==> config.mk <==
export PLATFORM = sky130hd
export DESIGN_NAME = lrcr_port
export DESIGN_NICKNAME = d
export VERILOG_FILES = /design/src/lrcr_pkg.sv /design/src/lrcr_fifo.sv /design/src/lrcr_port.sv
export SDC_FILE = /design/constraint.sdc
export NUM_CORES = 1
export LEC_CHECK = 0
export BUFFER_PORTS_ARGS = -buffer_cell sky130_fd_sc_hd__buf_2
export CAP_MARGIN = 20
export CORE_ASPECT_RATIO = 2
export CORE_MARGIN = 3
export CORE_UTILIZATION = 55
export DETAILED_ROUTE_END_ITERATION = 8
export GPL_TIMING_DRIVEN = 0
export PLACE_DENSITY = 0.85
export REMOVE_ABC_BUFFERS = 1
export SETUP_SLACK_MARGIN = 0.1
export SYNTH_ARGS = -nofsm -noshare
export SYNTH_HDL_FRONTEND = slang
export SYNTH_HIERARCHICAL = 1
export SYNTH_SLANG_ARGS = --single-unit
==> constraint.sdc <==
create_clock -name sys_clk -period 7.6 [get_ports sys_clk]
set_clock_uncertainty 0.2 [all_clocks]
set_input_delay 1.52 -clock sys_clk [delete_from_list [all_inputs] [get_ports sys_clk]]
set_output_delay 1.52 -clock sys_clk [all_outputs]
set_load 0.02 [all_outputs]
==> src/lrcr_pkg.sv <==
package lrcr_pkg;

  // ==========================================================
  // Widths
  localparam int CONN_W = 4;
  localparam int BUF_W = 8;
  localparam int CNT_W = 16;
  localparam int CHAR_W = 8;
  localparam int PORT_W = 4;
  localparam int FIFO_DEPTH = 32;

  // ==========================================================
  // Synchronised pin inputs
  localparam int SYNC_N = 3;
  localparam int SY_SENSE_A = 0;
  localparam int SY_SENSE_D = 1;
  localparam int SY_RESET = 2;

  // ==========================================================
  // Timing
  localparam int CLK_PERIOD_NS = 10;
  localparam int RST_HOLD_NS = 1000;
  localparam int RST_HOLD_CYC = (RST_HOLD_NS + CLK_PERIOD_NS - 1) /
                                CLK_PERIOD_NS;
  localparam int HOLD_W = 8;
  localparam logic [HOLD_W-1:0] HOLD_LOAD = HOLD_W'(RST_HOLD_CYC - 1);
  localparam logic [HOLD_W-1:0] HOLD_ZERO = 8'h00;
  localparam logic [HOLD_W-1:0] HOLD_ONE = 8'h01;

  // ==========================================================
  // Reset values and step constants
  localparam logic [CNT_W-1:0] CNT_ZERO = 16'h0000;
  localparam logic [CNT_W-1:0] CNT_ONE = 16'h0001;
  localparam logic [CONN_W-1:0] CONN_ZERO = 4'h0;
  localparam logic [CONN_W-1:0] CONN_STEP = 4'h1;
  localparam logic [BUF_W-1:0] BUF_ZERO = 8'h00;
  localparam logic [CHAR_W-1:0] CHAR_ZERO = 8'h00;

  // ==========================================================
  // Commands, answers, reasons
  typedef enum logic [2:0] {
    CMD_OPEN, CMD_SEND, CMD_RECEIVE, CMD_CLOSE, CMD_RESET
  } lrcr_cmd_e;

  typedef enum logic [2:0] {
    RSP_GOOD, RSP_INVALID_CONN, RSP_INVALID_BUF, RSP_RECEIVE_PENDING,
    RSP_PORT_IN_USE, RSP_INVALID_PORT
  } lrcr_rsp_e;

  typedef enum logic [1:0] {
    RSN_CLOSE_REQUESTED, RSN_CLOSED_STATE, RSN_SENSE_DEASSERTED
  } lrcr_reason_e;

  typedef struct packed {
    lrcr_cmd_e cmd;
    logic [PORT_W-1:0] port;
    logic [CONN_W-1:0] conn;
    logic [BUF_W-1:0] buf_id;
    logic buf_ok;
    logic [CNT_W-1:0] limit;
  } lrcr_req_s;

  typedef struct packed {
    logic [CONN_W-1:0] conn;
    logic [BUF_W-1:0] buf_id;
    logic [CNT_W-1:0] count;
  } lrcr_recv_s;

  typedef struct packed {
    logic [CONN_W-1:0] conn;
    lrcr_reason_e reason;
  } lrcr_closed_s;

endpackage

==> src/lrcr_fifo.sv <==
module lrcr_fifo import lrcr_pkg::*; #(
  parameter int WIDTH = CHAR_W,
  parameter int DEPTH = FIFO_DEPTH
) (
  input wire logic sys_clk,
  input wire logic rst,
  input wire logic flush,
  input wire logic in_valid,
  output logic in_ready,
  input wire logic [WIDTH-1:0] in_data,
  output logic out_valid,
  input wire logic out_ready,
  output logic [WIDTH-1:0] out_data
);
  localparam int AW = $clog2(DEPTH);
  localparam logic [AW:0] FULL = (AW+1)'(DEPTH);
  localparam logic [AW:0] EMPTY = '0;
  localparam logic [AW-1:0] PTR_ONE = AW'(1);
  localparam logic [AW-1:0] PTR_LAST = AW'(DEPTH - 1);

  logic [WIDTH-1:0] mem [DEPTH];
  logic [AW-1:0] wp;
  logic [AW-1:0] rp;
  logic [AW:0] level;
  logic push;
  logic pop;

  assign in_ready = level != FULL;
  assign out_valid = level != EMPTY;
  assign out_data = mem[rp];
  assign push = in_valid && in_ready;
  assign pop = out_valid && out_ready;

  always_ff @(posedge sys_clk) begin
    if (push) begin
      mem[wp] <= in_data;
    end
  end

  // ==========================================================
  // Pointers wrap at DEPTH so non power of two depths work
  always_ff @(posedge sys_clk) begin
    if (rst || flush) begin
      wp <= '0;
      rp <= '0;
      level <= EMPTY;
    end else begin
      if (push) begin
        wp <= (wp == PTR_LAST) ? '0 : AW'(wp + PTR_ONE);
      end
      if (pop) begin
        rp <= (rp == PTR_LAST) ? '0 : AW'(rp + PTR_ONE);
      end
      if (push && !pop) begin
        level <= (AW+1)'(level + 1'b1);
      end else if (pop && !push) begin
        level <= (AW+1)'(level - 1'b1);
      end
    end
  end
endmodule

==> src/lrcr_port.sv <==
// Operation
// - Second receive while one is pending is answered receive-pending.
// - Never place more characters into the buffer than the size limit.
// - Bad buffer invalid-buffer, unknown connection invalid-connection.
// - Received indication reports connection, buffer and placed count.
// - Characters are handed over still encoded, escapes untouched.
// - Received boundaries are independent of send boundaries.
// - Any send after a close is answered invalid-connection.
// - No received indication after closed until a new connected.
// - Drive-side device closes on falling drive-side cable sense.
// - Library-side device closes on falling library-side cable sense.
// - Closed reason: close-requested, closed-state or sense-deasserted.
// - Closed-state reason only on network variant at transport loss.
// - Close on unestablished connection invalid-connection, otherwise good.
// - Library-side reset request resets port and asserts remote reset.
// - Drive-side port signals reset-received when remote reset asserts.
// - On close, send all accepted characters; later arrivals may drop.
// - Serve receives until buffered characters are delivered, then closed.
module lrcr_port import lrcr_pkg::*; #(
  parameter bit DRIVE_SIDE = 1'b1,
  parameter bit NETWORK_VARIANT = 1'b0,
  parameter logic [PORT_W-1:0] LOCAL_PORT = 4'h0
) (
  input wire logic sys_clk,
  input wire logic rst,
  input wire logic req_valid,
  input wire lrcr_req_s req,
  output logic rsp_valid,
  output lrcr_rsp_e rsp,
  output logic connected_valid,
  output logic [CONN_W-1:0] connected_conn,
  output logic wr_valid,
  input wire logic wr_ready,
  output logic [CHAR_W-1:0] wr_data,
  output logic [CNT_W-1:0] wr_index,
  output logic recv_valid,
  output lrcr_recv_s recv,
  output logic closed_valid,
  output lrcr_closed_s closed,
  output logic reset_rcvd_valid,
  output logic [PORT_W-1:0] reset_rcvd_port,
  input wire logic rx_valid,
  output logic rx_ready,
  input wire logic [CHAR_W-1:0] rx_data,
  input wire logic tx_idle,
  input wire logic cable_sense_a,
  input wire logic cable_sense_d,
  input wire logic transport_lost,
  input wire logic remote_reset_in,
  output logic remote_reset_out
);
  typedef enum logic [1:0] {ST_IDLE, ST_OPEN, ST_CLOSING} lrcr_state_e;

  lrcr_state_e state;
  logic pending;
  logic [CONN_W-1:0] conn_id;
  logic [BUF_W-1:0] buf_q;
  logic [CNT_W-1:0] lim_q;
  logic [CNT_W-1:0] cnt;
  logic [HOLD_W-1:0] hold;
  logic [SYNC_N-1:0] sync_in;
  logic [SYNC_N-1:0] sy1;
  logic [SYNC_N-1:0] sy2;
  logic [SYNC_N-1:0] sy3;
  logic [SYNC_N-1:0] stab;
  logic [SYNC_N-1:0] rise;
  logic [SYNC_N-1:0] fall;
  lrcr_rsp_e next_rsp;
  logic f_iv, f_ir, f_ov, f_flush;
  logic [CHAR_W-1:0] f_data;
  logic port_ok, conn_ok, live;
  logic sense_fall, lost_ev, abort;
  logic lib_reset, rr_event, local_reset;
  logic open_ok, close_ok, recv_good;
  logic take, fin, drained, done;

  // ==========================================================
  // Pin synchronisers: three stages, change taken when 2 and 3 agree
  assign sync_in = {remote_reset_in, cable_sense_d, cable_sense_a};

  generate
    for (genvar i = 0; i < SYNC_N; i++) begin : g_sync
      always_ff @(posedge sys_clk) begin
        if (rst) begin
          sy1[i] <= 1'b0;
          sy2[i] <= 1'b0;
          sy3[i] <= 1'b0;
          stab[i] <= 1'b0;
        end else begin
          sy1[i] <= sync_in[i];
          sy2[i] <= sy1[i];
          sy3[i] <= sy2[i];
          if (sy2[i] == sy3[i]) begin
            stab[i] <= sy3[i];
          end
        end
      end
      assign rise[i] = sy2[i] && sy3[i] && !stab[i];
      assign fall[i] = !sy2[i] && !sy3[i] && stab[i];
    end
  endgenerate

  // ==========================================================
  // Events
  assign port_ok = req.port == LOCAL_PORT;
  assign conn_ok = req.conn == conn_id;
  assign live = (state == ST_OPEN) || (state == ST_CLOSING);
  // Each side watches the sense line driven by its partner
  assign sense_fall = DRIVE_SIDE ? fall[SY_SENSE_A]
                                 : fall[SY_SENSE_D];
  assign lost_ev = NETWORK_VARIANT && transport_lost;
  assign abort = live && (sense_fall || lost_ev);
  assign lib_reset = !DRIVE_SIDE && req_valid && req.cmd == CMD_RESET &&
                     port_ok;
  assign rr_event = DRIVE_SIDE && rise[SY_RESET];
  assign local_reset = lib_reset || rr_event;
  assign open_ok = req_valid && req.cmd == CMD_OPEN &&
                   next_rsp == RSP_GOOD;
  assign close_ok = req_valid && req.cmd == CMD_CLOSE &&
                    next_rsp == RSP_GOOD;
  assign recv_good = req_valid && req.cmd == CMD_RECEIVE &&
                     next_rsp == RSP_GOOD;

  // ==========================================================
  // Answers
  always_comb begin
    next_rsp = RSP_GOOD;
    case (req.cmd)
      CMD_OPEN: begin
        if (!port_ok) begin
          next_rsp = RSP_INVALID_PORT;
        end else if (state != ST_IDLE) begin
          next_rsp = RSP_PORT_IN_USE;
        end
      end
      CMD_SEND: begin
        if (!(state == ST_OPEN && conn_ok)) begin
          next_rsp = RSP_INVALID_CONN;
        end
      end
      CMD_RECEIVE: begin
        if (!req.buf_ok) begin
          next_rsp = RSP_INVALID_BUF;
        end else if (!(live && conn_ok)) begin
          next_rsp = RSP_INVALID_CONN;
        end else if (pending) begin
          next_rsp = RSP_RECEIVE_PENDING;
        end
      end
      CMD_CLOSE: begin
        if (!(state == ST_OPEN && conn_ok)) begin
          next_rsp = RSP_INVALID_CONN;
        end
      end
      CMD_RESET: begin
        if (DRIVE_SIDE || !port_ok) begin
          next_rsp = RSP_INVALID_PORT;
        end
      end
      default: begin
        next_rsp = RSP_INVALID_PORT;
      end
    endcase
  end

  always_ff @(posedge sys_clk) begin
    if (rst) begin
      rsp_valid <= 1'b0;
      rsp <= RSP_GOOD;
    end else begin
      rsp_valid <= req_valid;
      rsp <= next_rsp;
    end
  end

  // ==========================================================
  // Connection state
  // Close waits for the transmitter so accepted sends still go out
  assign drained = state == ST_CLOSING && !f_ov && tx_idle &&
                   (!pending || cnt == CNT_ZERO) && !recv_valid &&
                   !fin;
  assign done = drained && !abort && !local_reset;

  always_ff @(posedge sys_clk) begin
    if (rst || local_reset) begin
      state <= ST_IDLE;
    end else if (abort || done) begin
      state <= ST_IDLE;
    end else if (open_ok) begin
      state <= ST_OPEN;
    end else if (close_ok) begin
      state <= ST_CLOSING;
    end
  end

  always_ff @(posedge sys_clk) begin
    if (rst) begin
      conn_id <= CONN_ZERO;
      connected_valid <= 1'b0;
    end else begin
      connected_valid <= open_ok && !local_reset;
      if (open_ok && !local_reset) begin
        conn_id <= CONN_W'(conn_id + CONN_STEP);
      end
    end
  end
  assign connected_conn = conn_id;

  // ==========================================================
  // Receive delivery
  // Characters go straight from the FIFO, so escapes stay encoded
  assign take = pending && live && !abort && !local_reset &&
                cnt != lim_q && f_ov && wr_ready;
  // A partial fill is handed over as soon as the FIFO runs dry
  assign fin = pending && live && !abort && !local_reset && !take &&
               (cnt == lim_q || (cnt != CNT_ZERO && !f_ov));

  always_ff @(posedge sys_clk) begin
    if (rst || local_reset || abort || done) begin
      pending <= 1'b0;
    end else if (fin) begin
      pending <= 1'b0;
    end else if (recv_good) begin
      pending <= 1'b1;
    end
  end

  always_ff @(posedge sys_clk) begin
    if (rst) begin
      buf_q <= BUF_ZERO;
      lim_q <= CNT_ZERO;
      cnt <= CNT_ZERO;
    end else if (recv_good) begin
      buf_q <= req.buf_id;
      lim_q <= req.limit;
      cnt <= CNT_ZERO;
    end else if (take) begin
      cnt <= CNT_W'(cnt + CNT_ONE);
    end
  end

  always_ff @(posedge sys_clk) begin
    if (rst) begin
      wr_valid <= 1'b0;
      wr_data <= CHAR_ZERO;
      wr_index <= CNT_ZERO;
    end else begin
      wr_valid <= take;
      wr_data <= f_data;
      wr_index <= cnt;
    end
  end

  always_ff @(posedge sys_clk) begin
    if (rst) begin
      recv_valid <= 1'b0;
      recv <= '0;
    end else begin
      recv_valid <= fin;
      recv.conn <= conn_id;
      recv.buf_id <= buf_q;
      recv.count <= cnt;
    end
  end

  // ==========================================================
  // Closed indication
  always_ff @(posedge sys_clk) begin
    if (rst) begin
      closed_valid <= 1'b0;
      closed <= '0;
    end else begin
      closed_valid <= !local_reset && (abort || done);
      closed.conn <= conn_id;
      if (sense_fall) begin
        closed.reason <= RSN_SENSE_DEASSERTED;
      end else if (lost_ev) begin
        closed.reason <= RSN_CLOSED_STATE;
      end else begin
        closed.reason <= RSN_CLOSE_REQUESTED;
      end
    end
  end

  // ==========================================================
  // Remote reset
  always_ff @(posedge sys_clk) begin
    if (rst) begin
      hold <= HOLD_ZERO;
      remote_reset_out <= 1'b0;
    end else if (lib_reset) begin
      hold <= HOLD_LOAD;
      remote_reset_out <= 1'b1;
    end else if (hold != HOLD_ZERO) begin
      hold <= HOLD_W'(hold - HOLD_ONE);
    end else begin
      remote_reset_out <= 1'b0;
    end
  end

  always_ff @(posedge sys_clk) begin
    if (rst) begin
      reset_rcvd_valid <= 1'b0;
    end else begin
      reset_rcvd_valid <= rr_event;
    end
  end
  assign reset_rcvd_port = LOCAL_PORT;

  // ==========================================================
  // Receive FIFO; arrivals after close are accepted and dropped
  assign f_iv = rx_valid && state == ST_OPEN;
  assign rx_ready = (state == ST_OPEN) ? f_ir : 1'b1;
  assign f_flush = local_reset || abort;

  lrcr_fifo #(.WIDTH(CHAR_W), .DEPTH(FIFO_DEPTH)) u_fifo (
    .sys_clk(sys_clk),
    .rst(rst),
    .flush(f_flush),
    .in_valid(f_iv),
    .in_ready(f_ir),
    .in_data(rx_data),
    .out_valid(f_ov),
    .out_ready(take),
    .out_data(f_data)
  );

  // ==========================================================
  // Assertions
  pend_refuse_a: assert property (@(posedge sys_clk) disable iff (rst)
    req_valid && req.cmd == CMD_RECEIVE && req.buf_ok && live && conn_ok &&
    pending |=> rsp_valid && rsp == RSP_RECEIVE_PENDING)
    else $error("pending receive not refused");
  count_limit_a: assert property (@(posedge sys_clk) disable iff (rst)
    recv_valid |-> recv.count <= lim_q)
    else $error("count above limit");
  bad_buffer_a: assert property (@(posedge sys_clk) disable iff (rst)
    req_valid && req.cmd == CMD_RECEIVE && !req.buf_ok
    |=> rsp == RSP_INVALID_BUF)
    else $error("bad buffer not refused");
  recv_count_a: assert property (@(posedge sys_clk) disable iff (rst)
    recv_valid |-> recv.count == cnt && recv.buf_id == buf_q)
    else $error("received fields wrong");
  raw_char_a: assert property (@(posedge sys_clk) disable iff (rst)
    take |=> wr_valid && wr_data == $past(f_data))
    else $error("character altered");
  send_close_a: assert property (@(posedge sys_clk) disable iff (rst)
    req_valid && req.cmd == CMD_SEND && state != ST_OPEN
    |=> rsp == RSP_INVALID_CONN)
    else $error("send after close accepted");
  quiet_close_a: assert property (@(posedge sys_clk) disable iff (rst)
    closed_valid |-> !recv_valid ##1 !recv_valid [*3])
    else $error("received after closed");
  sense_close_a: assert property (@(posedge sys_clk)
    disable iff (rst)
    sense_fall && live && !local_reset
    |=> closed_valid && closed.reason == RSN_SENSE_DEASSERTED)
    else $error("sense fall not closed");
  close_good_a: assert property (@(posedge sys_clk) disable iff (rst)
    req_valid && req.cmd == CMD_CLOSE && state == ST_OPEN && conn_ok
    |=> rsp == RSP_GOOD ##1 (state == ST_CLOSING || closed_valid))
    else $error("close not taken");
  reset_out_a: assert property (@(posedge sys_clk) disable iff (rst)
    lib_reset |=> remote_reset_out [*8] ##0 state == ST_IDLE)
    else $error("remote reset not held");
  reset_rcvd_a: assert property (@(posedge sys_clk) disable iff (rst)
    rr_event |=> reset_rcvd_valid && state == ST_IDLE)
    else $error("reset received missing");
  drain_first_a: assert property (@(posedge sys_clk)
    disable iff (rst)
    closed_valid && closed.reason == RSN_CLOSE_REQUESTED
    |-> !$past(f_ov) && $past(tx_idle))
    else $error("closed before drained");
  one_strobe_a: assert property (@(posedge sys_clk) disable iff (rst)
    recv_valid |=> !recv_valid)
    else $error("received strobe too long");

  recv_full_c: cover property (@(posedge sys_clk) disable iff (rst)
    recv_valid && recv.count == lim_q && lim_q != CNT_ZERO);
  close_req_c: cover property (@(posedge sys_clk) disable iff (rst)
    closed_valid && closed.reason == RSN_CLOSE_REQUESTED);
  sense_c: cover property (@(posedge sys_clk) disable iff (rst)
    closed_valid && closed.reason == RSN_SENSE_DEASSERTED);
  fifo_full_c: cover property (@(posedge sys_clk) disable iff (rst)
    rx_valid && !rx_ready);
endmodule

# == Yosys cells after proc, flatten, opt, wreduce, memory -nomap -nowiden ==
# Memory sizes are Yosys's and may differ from the RTL's. A register that Yosys moved wholly into a read port is not among the register bits.
# Cells that the tools add are included.
# op_classes
addsub,6
eq_ne,13
mux,17
reduce_logical,71
# ops
op,n
1-bit logical AND,36
16-bit by 1-bit adder with 16-bit output (second input constant),1
16-bit equality test,1
16-bit zero test,1
16-bit inequality test,1
16-bit nonzero test,1
1-bit zero test,12
6-bit 2-to-1 mux,2
5-bit by 1-bit adder with 5-bit output (second input constant),2
5-bit equality test (second input constant),2
5-bit 2-to-1 mux,2
1-bit logical OR,9
3-bit one-hot mux with 3 select lines,1
2-bit 2-to-1 mux,4
2-bit OR reduction,4
6-bit by 1-bit adder with 6-bit output (second input constant),1
3-bit by 2-bit equality test with 1-bit output (second input constant),2
3-bit zero test,2
1-bit 2-to-1 mux,6
3-bit 2-to-1 mux,2
6-bit inequality test (second input constant),1
2-bit nonzero test,3
6-bit nonzero test,1
6-bit by 1-bit subtractor with 6-bit output (second input constant),1
other kinds (8),9
# word_totals
register_bits,110
ramBits,256
input_bits,54
n_memories,1
# mem_list
memory,words,width,rd,rd_clocked_by_memory_dff,wr,line_no,source
u_fifo.mem,32,8,1,1,1,lrcr_fifo.sv:21,logic [WIDTH-1:0] mem [DEPTH];

# == Depth between registers and ports, before layout ==
# Gate-level depths: netlist (run 1).
# depth
ltp_word,19
mapped_depth,16
ltp_nobuf,14

# == By module ==
# Netlist (run 1), hierarchy kept.
# modules_own_cells
mod,n_inst,cells_per_inst,area_per_inst_um2,seq_area_each_um2
lrcr_fifo,1,633,11199.5,8107.8
lrcr_port,1,444,4326.6,2021.9

# == Least setup slack after synthesis (run 1) ==
# Ideal clock, no wire load.
# synth_timing
kind,input to register
from,in wr_ready
to,reg u_fifo.level[4]
setup_ps,115
arrival_time_ps,3869
required_ps,7285
slack_ps,3416
cell_stages,12
path_buffers,2
cell_sequence,nand3_1 > clkbuf_1 > clkbuf_1 > nor2_1 > o31ai_4 > ha_1 > inv_1 > ha_1 > nor2b_1 > o21a_1 > or3_1 > a31o_1
# synth_via
elab_chain_len,5
word_cells_on_any_way,7
classes_between,mux (1); reduce/logical (6)
# synth_rtl
item,line_no,source
"start, declared",lrcr_port.sv:33,"input wire logic wr_ready,"
1-bit logical AND *,lrcr_port.sv:213,cnt != lim_q && f_ov && wr_ready;
named net take,lrcr_port.sv:75,"logic take, fin, drained, done;"
1-bit logical AND *,lrcr_fifo.sv:32,assign pop = out_valid && out_ready;
1-bit zero test,lrcr_fifo.sv:54,if (push && !pop) begin
1-bit logical AND,lrcr_fifo.sv:54,
6-bit 2-to-1 mux / 2-bit nonzero test (equally long branches),-,
"end signal, assigned",lrcr_fifo.sv:55,level <= (AW+1)'(level + 1'b1);
"end signal, assigned",lrcr_fifo.sv:57,level <= (AW+1)'(level - 1'b1);
"end, declared",lrcr_fifo.sv:24,logic [AW:0] level;
# Mark *: on every way through the listed nets, which the timed path passes. The rest lies on a longest branch.
# A chain may end at the register's enable or synchronous reset.

# == Worst setup path in the final report (run 1) ==
# layout_timing
from,reg cnt[3]
to,reg u_fifo.level[5]
# layout_via
elab_chain_len,8
word_cells_on_any_way,10
classes_between,eq/ne (1); mux (1); reduce/logical (8)
# layout_rtl
item,line_no,source
"start, declared",lrcr_port.sv:59,logic [CNT_W-1:0] cnt;
"start signal, assigned",lrcr_port.sv:238,cnt <= CNT_W'(cnt + CNT_ONE);
16-bit inequality test *,lrcr_port.sv:213,
1-bit logical AND *,lrcr_port.sv:212,assign take = pending && live && !abort && !local_reset &&
1-bit logical AND * (2 in series),lrcr_port.sv:213,
named net take,lrcr_port.sv:75,
1-bit logical AND *,lrcr_fifo.sv:32,
1-bit zero test,lrcr_fifo.sv:54,
1-bit logical AND,lrcr_fifo.sv:54,
6-bit 2-to-1 mux / 2-bit nonzero test (equally long branches),-,
# Marked as above.

==> metrics.txt, run 1 <==
# TYPE chip_impl_metric gauge
chip_impl_metric{name="die_w",unit="µm"} 125
chip_impl_metric{name="row_count",unit=""} 86
chip_impl_metric{name="area.growth.synth_to_final",unit="%"} 10.8
chip_impl_metric{name="path_max_fanout",unit=""} 34
chip_impl_metric{name="setup_slack_after_layout",unit="ns"} 2.84
chip_impl_info{name="min_path_type",value="reg2reg"} 1
chip_impl_info{name="path_cells",value="xor2_1, nor4_1, and4_1, nor2_1, o31ai_4, ha_1, inv_1, ha_1, and3_1, o41ai_1, a21o_1, nand3_1"} 1
chip_impl_metric{name="die-area",unit="µm²"} 30400
chip_impl_metric{name="dp_hpwl",unit="µm"} 22400
chip_impl_metric{name="timing.critical_path.buf_inv",unit=""} 1
chip_impl_metric{name="synth_cell_types",unit=""} 72
chip_impl_metric{name="cap_violations",unit=""} 0
chip_impl_metric{name="setup_violations",unit=""} 0
chip_impl_metric{name="setup-tns-final",unit="ns"} 0
chip_impl_metric{name="fin_util",unit=""} 0.622
chip_impl_metric{name="async_flop_share",unit=""} 0
chip_impl_metric{name="peakVddDrop",unit="V"} 0.000217
chip_impl_metric{name="numCtsBuffers",unit=""} 30
chip_impl_metric{name="detailed_route_iter0_violations",unit=""} 663
chip_impl_metric{name="timing.final.crit_share",unit=""} 0.626
chip_impl_info{name="clockRootBuffer",value="sky130_fd_sc_hd__clkbuf_16"} 1
chip_impl_metric{name="clockBufferDepth",unit=""} 3
chip_impl_metric{name="grt_use_total",unit=""} 0.211
chip_impl_metric{name="synth.ff_latch_count",unit=""} 378
chip_impl_metric{name="routed_wirelength",unit="µm"} 32500
chip_impl_info{name="critPathMostFrequentCell",value="sky130_fd_sc_hd__ha_1"} 1
chip_impl_metric{name="antenna_cells",unit=""} 0
chip_impl_metric{name="wire_per_inst",unit="µm"} 21.2
chip_impl_metric{name="worst_slew_margin_rel",unit=""} 0.267
chip_impl_metric{name="ant_nets",unit=""} 0
chip_impl_metric{name="crit_required",unit="ns"} 7.85
chip_impl_metric{name="placed_cells",unit=""} 1476
chip_impl_metric{name="cellPowerDensity",unit="nW/µm²"} 226
chip_impl_metric{name="cts.repair_timing.setup_buffer_count",unit=""} 0
chip_impl_metric{name="crit_arrival",unit="ns"} 5.01
chip_impl_metric{name="worst_skew_pair.late_latency",unit="ns"} 0.57
chip_impl_metric{name="final_period_minus_worst_setup_slack",unit="ns"} 4.76
chip_impl_info{name="critical-path-slowest-cell",value="sky130_fd_sc_hd__and4_1"} 1
chip_impl_metric{name="post_detailed_route_drc_marker_count",unit=""} 0
chip_impl_metric{name="ys_seq_area_frac",unit=""} 0.652
chip_impl_info{name="grt_setup_unrepaired",value="no"} 1
chip_impl_metric{name="cp_slowest_stage_delay",unit="ns"} 1.00
chip_impl_metric{name="leakage_power",unit="nW"} 5.94
chip_impl_metric{name="postSynthCellCount",unit=""} 1077
chip_impl_metric{name="drive_gt1_frac",unit=""} 0.189
chip_impl_metric{name="finish.cell_count_without_fillers",unit=""} 1533
chip_impl_metric{name="placed_cell_area",unit="µm²"} 16200
chip_impl_metric{name="routed_via_count",unit=""} 9172
chip_impl_metric{name="grt.overflow.total",unit=""} 0
chip_impl_info{name="end_kind",value="flip-flop"} 1
chip_impl_metric{name="ctsHoldBuffers",unit=""} 0
chip_impl_metric{name="post_synth_instance_area",unit="µm²"} 15500
chip_impl_info{name="yosys_most_used_dff",value="sky130_fd_sc_hd__edfxtp_1"} 1
chip_impl_metric{name="dr.pass1.iters",unit=""} 7
chip_impl_metric{name="first_global_vias",unit=""} 9252
chip_impl_metric{name="core",unit="µm²"} 27700
chip_impl_info{name="critPathKind",value="reg2reg"} 1
chip_impl_metric{name="vias_per_cell",unit=""} 5.98
chip_impl_metric{name="io_buffers",unit=""} 122
chip_impl_metric{name="max_slew.worst_pin.slew",unit="ns"} 1.10
chip_impl_metric{name="initial_antenna_violation_count",unit=""} 0
chip_impl_metric{name="syn_avg_cell_area",unit="µm²"} 14.4
chip_impl_metric{name="cts_max_level",unit=""} 1
chip_impl_metric{name="grt_pass1_wl",unit="µm"} 50500
chip_impl_metric{name="ctsResizeCount",unit=""} 0
chip_impl_metric{name="slew_violations",unit=""} 0
chip_impl_metric{name="clock-sinks",unit=""} 378
chip_impl_info{name="critical_path.startpoint_type",value="flip-flop"} 1
chip_impl_metric{name="max_freq",unit="MHz"} 210
chip_impl_metric{name="synth_enable_flop_cells",unit=""} 256
chip_impl_metric{name="die_h",unit="µm"} 244
chip_impl_info{name="crit_family",value="simple AND/OR/NAND/NOR gates"} 1
chip_impl_metric{name="synthesis.yosys.warnings",unit=""} 6
chip_impl_metric{name="path_clk_slew",unit="ns"} 0.07
chip_impl_metric{name="fin_area",unit="µm²"} 17200
chip_impl_metric{name="gp_routability_congestion",unit=""} 0.850
chip_impl_metric{name="timing.final.hold_violations",unit=""} 0
chip_impl_metric{name="finish.net_count",unit=""} 1233
chip_impl_info{name="status",value="finished, final reports clean"} 1
chip_impl_metric{name="floorplan.initialDensity",unit=""} 0.561
chip_impl_info{name="clock_tree_from_tritoncts",value="yes"} 1
chip_impl_metric{name="grt_start_max_net_pins",unit=""} 86
chip_impl_metric{name="io-pin-count",unit=""} 131
chip_impl_metric{name="place_worst_setup_slack",unit="ns"} 2.50
path summary, 6_finish.rpt:
kind	from	end	slack, ns	depth (start not counted)
max	cnt[3]	u_fifo/level[5]	2.84	12
min	sy2[0]	sy3[0]	0.24	2
max reg2reg	cnt[3]	u_fifo/level[5]	2.84	12
min reg2reg	sy2[0]	sy3[0]	0.24	2
cell usage after synthesis, types with 6 or more instances:
| library cell | n | area share |
|---|---|---|
| sky130_fd_sc_hd__nor4_1 | 10 | 0.0040 |
| sky130_fd_sc_hd__dfxtp_1 | 122 | 0.16 |
| sky130_fd_sc_hd__mux4_2 | 18 | 0.026 |
| sky130_fd_sc_hd__nor2b_1 | 45 | 0.018 |
| sky130_fd_sc_hd__a22oi_1 | 32 | 0.015 |
| sky130_fd_sc_hd__edfxtp_1 | 256 | 0.50 |
| sky130_fd_sc_hd__o31ai_1 | 15 | 0.0073 |
| sky130_fd_sc_hd__nor3_1 | 7 | 0.0023 |
| sky130_fd_sc_hd__nand3_1 | 45 | 0.015 |
| sky130_fd_sc_hd__mux4_1 | 14 | 0.024 |
| sky130_fd_sc_hd__a21oi_1 | 19 | 0.0061 |
| sky130_fd_sc_hd__ha_1 | 21 | 0.017 |
| sky130_fd_sc_hd__and3_1 | 10 | 0.0040 |
| sky130_fd_sc_hd__or4_1 | 16 | 0.0077 |
| sky130_fd_sc_hd__a21oi_2 | 10 | 0.0056 |
| sky130_fd_sc_hd__a22o_1 | 8 | 0.0045 |
| sky130_fd_sc_hd__nand2_1 | 23 | 0.0056 |
| sky130_fd_sc_hd__clkbuf_1 | 26 | 0.0063 |
| sky130_fd_sc_hd__or3_1 | 7 | 0.0028 |
| sky130_fd_sc_hd__buf_6 | 6 | 0.0044 |
| sky130_fd_sc_hd__nor2_1 | 92 | 0.022 |
| sky130_fd_sc_hd__buf_2 | 17 | 0.0055 |
| sky130_fd_sc_hd__xor2_1 | 18 | 0.010 |
| sky130_fd_sc_hd__a221oi_1 | 8 | 0.0045 |
| sky130_fd_sc_hd__nand4_1 | 9 | 0.0036 |
| sky130_fd_sc_hd__inv_1 | 16 | 0.0039 |
| sky130_fd_sc_hd__mux2i_1 | 93 | 0.060 |
| sky130_fd_sc_hd__buf_4 | 27 | 0.013 |
through the flow:
stage	hold WS [ns]	power (mW)
after floorplan	0.214	2.27
after detailed placement	0.236	2.32
after global placement	0.217	2.31
final	0.244	3.88
after global routing	0.268	4.00
after CTS	0.248	3.91
sequential cells by signal, indices dropped and copies added (netlist names), 6 cells and up, named ones only:
| name | cells |
|---|---|
| recv | 8 |
| buf_q | 8 |
| u_fifo/level | 6 |
| wr_data | 8 |
| cnt | 16 |
| wr_index | 16 |
| lim_q | 16 |
| u_fifo/mem | 256 |
worst min-delay path, delay by kind of cell, from the launching register on:
kind	cells	cell delay [ns]
buf+inv	1	0.06
simple gates	1	0.04
flops	1	0.30
report_power, final:
part / switching [mW] / internal (mW)
sequential: 0.00151 / 2.19
combinational: 0.0561 / 0.0198
clock: 0.716 / 0.897
final cells by class:
type / count / area (µm²)
Inverter: 17 / 66.3
Sequential cell: 378 / 10100
Clock inverter: 20 / 240
Multi-Input combinational cell: 603 / 4830
Timing Repair Buffer: 127 / 698
Tap cell: 352 / 440
Clock buffer: 36 / 795
Fill cell: 1905 / 10400
logic make-up after synthesis:
family,after synthesis,share of synthesized area
AND/OR/NAND/NOR,303,0.106
XOR/XNOR,23,0.0130
other,1,0.000242
flip-flops,378,0.652
AO/OA/AOI/OAI,122,0.0616
multiplexers,127,0.111
adder cells (fa/ha/maj),22,0.0182
buffers and inverters,101,0.0376
cell usage in the layout (no fill, tap or decap), types with 14 or more instances in the layout:
master                      netlist  layout
sky130_fd_sc_hd__a21oi_1         19      19
sky130_fd_sc_hd__a22oi_1         32      32
sky130_fd_sc_hd__buf_2           17     121
sky130_fd_sc_hd__clkbuf_16        0      31
sky130_fd_sc_hd__dfxtp_1        122     120
sky130_fd_sc_hd__edfxtp_1       256     256
sky130_fd_sc_hd__ha_1            21      21
sky130_fd_sc_hd__inv_1           16      16
sky130_fd_sc_hd__mux2i_1         93      93
sky130_fd_sc_hd__mux4_1          14      14
sky130_fd_sc_hd__mux4_2          18      18
sky130_fd_sc_hd__nand2_1         23      23
sky130_fd_sc_hd__nand3_1         45      45
sky130_fd_sc_hd__nor2_1          92      92
sky130_fd_sc_hd__nor2b_1         45      45
sky130_fd_sc_hd__o31ai_1         15      15
sky130_fd_sc_hd__or4_1           16      16
sky130_fd_sc_hd__xor2_1          18      18
metal layers:
| metal | share of wire | global-route usage | wire length [µm] |
|---|---|---|---|
| met1 | 0.32 | 0.211 | 10400 |
| met2 | 0.57 | 0.409 | 18400 |
| met3 | 0.047 | 0.0230 | 1540 |
| met4 | 0.064 | 0.128 | 2090 |
| met5 | 0 | 0 | 0 |
No activity file was read; power rests on OpenSTA's default activity.
==> run 2, diff against run 1 <==
--- a/config.mk
+++ b/config.mk
@@ -9,10 +9,10 @@
 export CAP_MARGIN = 20
 export CORE_ASPECT_RATIO = 2
 export CORE_MARGIN = 3
-export CORE_UTILIZATION = 55
+export CORE_UTILIZATION = 54
 export DETAILED_ROUTE_END_ITERATION = 8
 export GPL_TIMING_DRIVEN = 0
-export PLACE_DENSITY = 0.85
+export PLACE_DENSITY = 0.87
 export REMOVE_ABC_BUFFERS = 1
 export SETUP_SLACK_MARGIN = 0.1
 export SYNTH_ARGS = -nofsm -noshare
==> constraint.sdc (replaced) <==
create_clock -name sys_clk -period 4.3 [get_ports sys_clk]
set_clock_uncertainty 0.2 [all_clocks]
set_input_delay 0.86 -clock sys_clk [delete_from_list [all_inputs] [get_ports sys_clk]]
set_output_delay 0.86 -clock sys_clk [all_outputs]
set_load 0.02 [all_outputs]
==> run 2 against run 1 <==
Net effect: clock-buffer cell count increased by 2; core utilization decreased by 1.1 points; largest power group unchanged; sequential power increased by 76%; flip-flop and latch count unchanged; maximum frequency increased by 17%; largest cell class unchanged; global-route usage decreased by 0.38 points; register-to-register slack got worse by 2.6 ns.
==> metrics.txt, run 2 (synthesized netlist as in run 1, its figures left out) <==
# TYPE chip_impl_metric gauge
chip_impl_info{name="status",value="finished, final reports clean"} 1
chip_impl_metric{name="finish.net_count",unit=""} 1232
chip_impl_metric{name="die_w",unit="µm"} 126
chip_impl_metric{name="final_period_minus_worst_setup_slack",unit="ns"} 4.05
chip_impl_metric{name="path_clk_slew",unit="ns"} 0.07
chip_impl_metric{name="io-pin-count",unit=""} 131
chip_impl_metric{name="cellPowerDensity",unit="nW/µm²"} 406
chip_impl_metric{name="routed_via_count",unit=""} 9223
chip_impl_info{name="top_reg_by_flops",value="u_fifo/mem"} 1
chip_impl_metric{name="core",unit="µm²"} 28300
chip_impl_info{name="clock_tree_from_tritoncts",value="yes"} 1
chip_impl_metric{name="dp_hpwl",unit="µm"} 22000
chip_impl_metric{name="setup_violations",unit=""} 0
chip_impl_metric{name="path_max_fanout",unit=""} 32
chip_impl_metric{name="wire_per_inst",unit="µm"} 21.2
chip_impl_metric{name="placed_cells",unit=""} 1480
chip_impl_metric{name="leakage_power",unit="nW"} 5.97
chip_impl_metric{name="vias_per_cell",unit=""} 6.00
chip_impl_metric{name="cts_max_level",unit=""} 1
chip_impl_metric{name="timing.final.crit_share",unit=""} 0.942
chip_impl_metric{name="r2r_setup_slack",unit="ns"} 0.25
chip_impl_metric{name="floorplan.initialDensity",unit=""} 0.549
chip_impl_metric{name="grt_use_total",unit=""} 0.207
chip_impl_metric{name="ant_nets",unit=""} 0
chip_impl_metric{name="grt_pass1_wl",unit="µm"} 50800
chip_impl_metric{name="detailed_route_iter0_violations",unit=""} 840
chip_impl_metric{name="finish.cell_count_without_fillers",unit=""} 1537
chip_impl_metric{name="max_freq",unit="MHz"} 247
chip_impl_info{name="end_kind",value="flip-flop"} 1
chip_impl_info{name="critical_path.startpoint_type",value="flip-flop"} 1
chip_impl_metric{name="totalPowerFinal",unit="mW"} 7.03
chip_impl_metric{name="grt_start_max_net_pins",unit=""} 86
chip_impl_metric{name="timing.final.hold_violations",unit=""} 0
chip_impl_metric{name="first_global_vias",unit=""} 9398
chip_impl_metric{name="worst_slew_margin_rel",unit=""} 0.292
chip_impl_metric{name="cap_violations",unit=""} 0
chip_impl_metric{name="clockBufferDepth",unit=""} 3
chip_impl_info{name="clockRootBuffer",value="sky130_fd_sc_hd__clkbuf_16"} 1
chip_impl_metric{name="multiInputGateArea",unit="µm²"} 4860
chip_impl_metric{name="die-area",unit="µm²"} 30900
chip_impl_metric{name="setup_slack_after_layout",unit="ns"} 0.247
chip_impl_metric{name="io_buffers",unit=""} 122
chip_impl_metric{name="register_area",unit="µm²"} 10100
chip_impl_metric{name="routed_wirelength",unit="µm"} 32600
chip_impl_metric{name="grt.overflow.total",unit=""} 0
chip_impl_metric{name="max_slew.worst_pin.slew",unit="ns"} 1.06
chip_impl_metric{name="drive_gt1_frac",unit=""} 0.192
chip_impl_metric{name="slew_violations",unit=""} 0
chip_impl_info{name="layout.cells.most_common",value="sky130_fd_sc_hd__edfxtp_1"} 1
chip_impl_metric{name="filler_cell_count",unit=""} 2073
chip_impl_metric{name="initial_antenna_violation_count",unit=""} 1
chip_impl_metric{name="crit_arrival",unit="ns"} 4.31
chip_impl_metric{name="worst_skew_pair.late_latency",unit="ns"} 0.57
chip_impl_metric{name="numCtsBuffers",unit=""} 30
chip_impl_info{name="min_path_type",value="reg2reg"} 1
chip_impl_metric{name="die_h",unit="µm"} 246
chip_impl_metric{name="area.growth.synth_to_final",unit="%"} 11.4
chip_impl_metric{name="row_count",unit=""} 87
chip_impl_info{name="critPathKind",value="reg2reg"} 1
chip_impl_metric{name="dr.pass1.iters",unit=""} 6
chip_impl_metric{name="place_worst_setup_slack",unit="ns"} -0.496
chip_impl_metric{name="clock-sinks",unit=""} 378
chip_impl_metric{name="ctsHoldBuffers",unit=""} 0
chip_impl_metric{name="gp_routability_congestion",unit=""} 0.836
chip_impl_metric{name="largest_register_ff_count",unit=""} 256
chip_impl_metric{name="post_detailed_route_drc_marker_count",unit=""} 0
chip_impl_metric{name="crit_required",unit="ns"} 4.56
chip_impl_info{name="final_cell_mix",value="256 x sky130_fd_sc_hd__edfxtp_1, 121 x sky130_fd_sc_hd__buf_2, 120 x sky130_fd_sc_hd__dfxtp_1"} 1
chip_impl_metric{name="peakVddDrop",unit="V"} 0.000377
chip_impl_info{name="grt_setup_unrepaired",value="no"} 1
chip_impl_metric{name="cts.repair_timing.setup_buffer_count",unit=""} 0
==> run 2: changes by cell type in the layout (fill, tap and decap cells not counted), moves of 2 or more <==
cell,change
sky130_fd_sc_hd__clkbuf_1,-2
sky130_fd_sc_hd__clkbuf_16,+2
sky130_fd_sc_hd__clkbuf_8,+2
sky130_fd_sc_hd__clkinv_4,-5
sky130_fd_sc_hd__clkinvlp_4,+2
==> run 2: final cells by class <==
type,count,area share
clock buffer,38,0.0500
sequential,378,0.586
antenna,1,0.000145
multi-input combinational,603,0.281
timing repair buffer,126,0.0397
inverter,17,0.00383
clock inverter,18,0.0137
tap,356,0.0258
==> run 2: per-stage QoR <==
stage | setup TNS (ns) | util | cell area, µm² | hold WS [ns]
2_1_floorplan | -0.449 | - | 15000 | 0.214
3_3_place_gp | -15.36 | 0.568 | 16100 | 0.220
3_5_place_dp | -1.11 | 0.571 | 16200 | 0.226
4_1_cts | 0 | 0.611 | 17300 | 0.242
5_1_grt | 0 | 0.611 | 17300 | 0.251
6_report | 0 | 0.611 | 17300 | 0.245
==> run 2: layer usage <==
metal | global-route usage | wire length (µm) | vias up
li1 | - | - | 4203
met2 | 0.402 | 18400 | 382
met4 | 0.111 | 1730 | 0
met5 | 0 | 0 | -
met1 | 0.209 | 10700 | 4543
met3 | 0.0276 | 1750 | 95
==> run 2: critical path: stages, from the launching register on <==
cell,delay (ns)
sky130_fd_sc_hd__dfxtp_1,0.39
sky130_fd_sc_hd__inv_1,0.08
sky130_fd_sc_hd__ha_1,0.35
sky130_fd_sc_hd__and2_1,0.24
sky130_fd_sc_hd__and3_1,0.31
sky130_fd_sc_hd__nand3_4,0.30
sky130_fd_sc_hd__nor2_2,0.24
sky130_fd_sc_hd__o31ai_4,0.15
sky130_fd_sc_hd__ha_1,0.27
sky130_fd_sc_hd__inv_1,0.24
sky130_fd_sc_hd__ha_1,0.29
sky130_fd_sc_hd__and3_1,0.22
sky130_fd_sc_hd__o41ai_2,0.44
sky130_fd_sc_hd__a21o_1,0.14
sky130_fd_sc_hd__nand3_1,0.07
==> run 2: timing repair <==
action / in CTS / in global routing
setup endpoints to repair: 4 / 3
gates resized for setup: 4 / 2
pin swaps: 0 / 0
==> run 2: path summary, 6_finish.rpt <==
path / cells past startpoint / startpoint / end
hold reg to reg: 1 / sy1[2] / sy2[2]
setup / recovery: 14 / state[0] / u_fifo/level[5]
setup reg to reg: 14 / state[0] / u_fifo/level[5]
hold / removal: 1 / sy1[2] / sy2[2]
==> run 2: power by group <==
part	switching, mW	internal (mW)	leakage, nW
registers	0.00276	3.88	3.29
clock network	1.28	1.74	0.526
logic	0.0980	0.0355	2.15
total	1.38	5.65	5.97
==> run 3, diff against run 2 <==
--- a/config.mk
+++ b/config.mk
@@ -13,6 +13,7 @@
 export DETAILED_ROUTE_END_ITERATION = 8
 export GPL_TIMING_DRIVEN = 0
 export PLACE_DENSITY = 0.87
+export RECOVER_POWER = 50
 export REMOVE_ABC_BUFFERS = 1
 export SETUP_SLACK_MARGIN = 0.1
 export SYNTH_ARGS = -nofsm -noshare
==> run 3 against run 2 <==
Net effect: the flow now finishes with violations (capacitance limit, slew limit); total power about the same; sequential power about the same; non-clock buffer count unchanged; die area unchanged; cell count unchanged; global-route usage unchanged; critical path depth unchanged; largest power group unchanged; critical path type unchanged; register-to-register slack about the same; worst hold slack got worse by 0.0035 ns.
==> metrics.txt, run 3 (synthesized netlist as in run 1, its figures left out) <==
# TYPE chip_impl_metric gauge
chip_impl_metric{name="grt_use_total",unit=""} 0.207
chip_impl_info{name="setup.worst_path.start",value="state[0]"} 1
chip_impl_metric{name="numCtsBuffers",unit=""} 30
chip_impl_metric{name="gp_routability_congestion",unit=""} 0.836
chip_impl_metric{name="cts_max_level",unit=""} 1
chip_impl_metric{name="final.hold.worst_slack",unit="ns"} 0.241
chip_impl_info{name="min_path_type",value="reg2reg"} 1
chip_impl_metric{name="first_global_vias",unit=""} 9398
chip_impl_metric{name="crit_arrival",unit="ns"} 4.32
chip_impl_info{name="top_reg_by_flops",value="u_fifo/mem"} 1
chip_impl_metric{name="dr.pass1.iters",unit=""} 5
chip_impl_metric{name="slew_violations",unit=""} 86
chip_impl_metric{name="multiInputGateArea",unit="µm²"} 4860
chip_impl_metric{name="fin_util",unit=""} 0.608
chip_impl_metric{name="r2r_setup_slack",unit="ns"} 0.24
chip_impl_metric{name="cap_violations",unit=""} 1
chip_impl_metric{name="routed_via_count",unit=""} 9228
chip_impl_info{name="status",value="finished, violations left"} 1
chip_impl_metric{name="ant_nets",unit=""} 0
chip_impl_metric{name="die_h",unit="µm"} 246
chip_impl_metric{name="max_slew.worst_pin.slew",unit="ns"} 1.74
chip_impl_info{name="end_kind",value="flip-flop"} 1
chip_impl_info{name="worstReg2RegStart",value="state[0]"} 1
chip_impl_metric{name="detailed_route_iter0_violations",unit=""} 833
chip_impl_metric{name="worst_skew_pair.late_latency",unit="ns"} 0.57
chip_impl_metric{name="place_worst_setup_slack",unit="ns"} -0.496
chip_impl_info{name="min_from",value="sy1[0]"} 1
chip_impl_metric{name="crit_required",unit="ns"} 4.56
chip_impl_info{name="clockRootBuffer",value="sky130_fd_sc_hd__clkbuf_16"} 1
chip_impl_metric{name="grt_pass1_wl",unit="µm"} 50800
chip_impl_metric{name="dp_hpwl",unit="µm"} 22000
chip_impl_metric{name="setup_violations",unit=""} 0
chip_impl_metric{name="row_count",unit=""} 87
chip_impl_metric{name="grt.overflow.total",unit=""} 0
chip_impl_metric{name="initial_antenna_violation_count",unit=""} 1
chip_impl_metric{name="cellPowerDensity",unit="nW/µm²"} 408
chip_impl_metric{name="filler_cell_count",unit=""} 2087
chip_impl_metric{name="largest_register_ff_count",unit=""} 256
chip_impl_metric{name="io-pin-count",unit=""} 131
chip_impl_metric{name="cts.repair_timing.setup_buffer_count",unit=""} 0
chip_impl_metric{name="path_max_fanout",unit=""} 32
chip_impl_info{name="critical_path.startpoint_type",value="flip-flop"} 1
chip_impl_info{name="grt_setup_unrepaired",value="no"} 1
chip_impl_metric{name="setup_slack_after_layout",unit="ns"} 0.236
chip_impl_metric{name="max_freq",unit="MHz"} 246
chip_impl_metric{name="drive_gt1_frac",unit=""} 0.144
chip_impl_metric{name="totalPowerFinal",unit="mW"} 7.03
chip_impl_info{name="failed_checks",value="capacitance limit, slew limit"} 1
chip_impl_metric{name="floorplan.initialDensity",unit=""} 0.549
chip_impl_metric{name="path_clk_slew",unit="ns"} 0.07
chip_impl_metric{name="clock-sinks",unit=""} 378
chip_impl_metric{name="register_area",unit="µm²"} 10100
chip_impl_info{name="layout.cells.most_common",value="sky130_fd_sc_hd__edfxtp_1"} 1
chip_impl_metric{name="clockBufferDepth",unit=""} 3
chip_impl_info{name="clock_tree_from_tritoncts",value="yes"} 1
chip_impl_metric{name="routed_wirelength",unit="µm"} 32500
chip_impl_metric{name="core",unit="µm²"} 28300
chip_impl_metric{name="post_detailed_route_drc_marker_count",unit=""} 0
chip_impl_metric{name="fin_area",unit="µm²"} 17200
chip_impl_info{name="final_cell_mix",value="256 x sky130_fd_sc_hd__edfxtp_1, 120 x sky130_fd_sc_hd__dfxtp_1, 93 x sky130_fd_sc_hd__mux2i_1"} 1
chip_impl_metric{name="grt_start_max_net_pins",unit=""} 86
chip_impl_metric{name="hold_path_cells",unit=""} 1
chip_impl_metric{name="timing.final.hold_violations",unit=""} 0
chip_impl_metric{name="vias_per_cell",unit=""} 6.00
chip_impl_metric{name="worst-r2r-cell-count",unit=""} 14
chip_impl_metric{name="io_buffers",unit=""} 122
chip_impl_metric{name="ctsHoldBuffers",unit=""} 0
chip_impl_metric{name="die_w",unit="µm"} 126
chip_impl_metric{name="final_period_minus_worst_setup_slack",unit="ns"} 4.06
chip_impl_metric{name="wire_per_inst",unit="µm"} 21.2
chip_impl_metric{name="leakage_power",unit="nW"} 5.74
chip_impl_metric{name="die-area",unit="µm²"} 30900
chip_impl_info{name="critPathKind",value="reg2reg"} 1
chip_impl_metric{name="finish.net_count",unit=""} 1232
chip_impl_metric{name="placed_cell_area",unit="µm²"} 16200
chip_impl_metric{name="timing.final.crit_share",unit=""} 0.945
chip_impl_metric{name="worst_slew_margin_rel",unit=""} -0.162
chip_impl_metric{name="area.growth.synth_to_final",unit="%"} 10.9
chip_impl_metric{name="peakVddDrop",unit="V"} 0.000377
==> run 3: final timing paths <==
path | end
worst max-delay path | u_fifo/level[5]
worst min register to register | sy2[0]
worst min-delay path | sy2[0]
worst max register to register | u_fifo/level[5]
==> run 3: cell type report <==
type                            count  share of cell area
Antenna cell                        1            0.000145
Tap cell                          356              0.0259
Sequential cell                   378               0.589
Multi-Input combinational cell    603               0.282
Inverter                           17             0.00385
Clock inverter                     18              0.0137
Timing Repair Buffer              126              0.0356
Clock buffer                       38              0.0502
==> run 3: report_power, final <==
group,total [mW],internal [mW],switching [mW]
logic,0.131,0.0330,0.0979
clock network,3.01,1.74,1.28
registers,3.88,3.88,0.00286
total,7.03,5.65,1.38
==> run 3: worst max-delay path, stage by stage (launching register included) <==
cell	delay, ns
sky130_fd_sc_hd__dfxtp_1	0.39
sky130_fd_sc_hd__inv_1	0.08
sky130_fd_sc_hd__ha_1	0.35
sky130_fd_sc_hd__and2_1	0.25
sky130_fd_sc_hd__and3_1	0.32
sky130_fd_sc_hd__nand3_4	0.31
sky130_fd_sc_hd__nor2_2	0.24
sky130_fd_sc_hd__o31ai_4	0.15
sky130_fd_sc_hd__ha_1	0.28
sky130_fd_sc_hd__inv_1	0.23
sky130_fd_sc_hd__ha_1	0.28
sky130_fd_sc_hd__and3_1	0.22
sky130_fd_sc_hd__o41ai_2	0.43
sky130_fd_sc_hd__a21o_1	0.14
sky130_fd_sc_hd__nand3_1	0.07
==> run 3: what timing repair did <==
| item | in CTS | in global routing |
|---|---|---|
| endpoints found under the hold margin | 0 | 0 |
| gates cloned | 0 | 0 |
| endpoints found under the setup margin | 4 | 3 |
| gates resized for setup | 4 | 2 |
==> run 3: through the flow <==
| step | TNS (ns) | cells |
|---|---|---|
| after global routing | 0 | 1537 |
| after detailed placement | -1.11 | 1480 |
| after global placement | -15.36 | 1476 |
| after CTS | 0 | 1536 |
| final | 0 | 1537 |
| after floorplan | -0.449 | 998 |
==> run 3: metal layers <==
layer | global-route usage | vias up | routed length (µm)
li1 | - | 4212 | -
met1 | 0.209 | 4535 | 10600
met2 | 0.402 | 393 | 18500
met3 | 0.0276 | 88 | 1790
met4 | 0.111 | 0 | 1710
met5 | 0 | - | 0
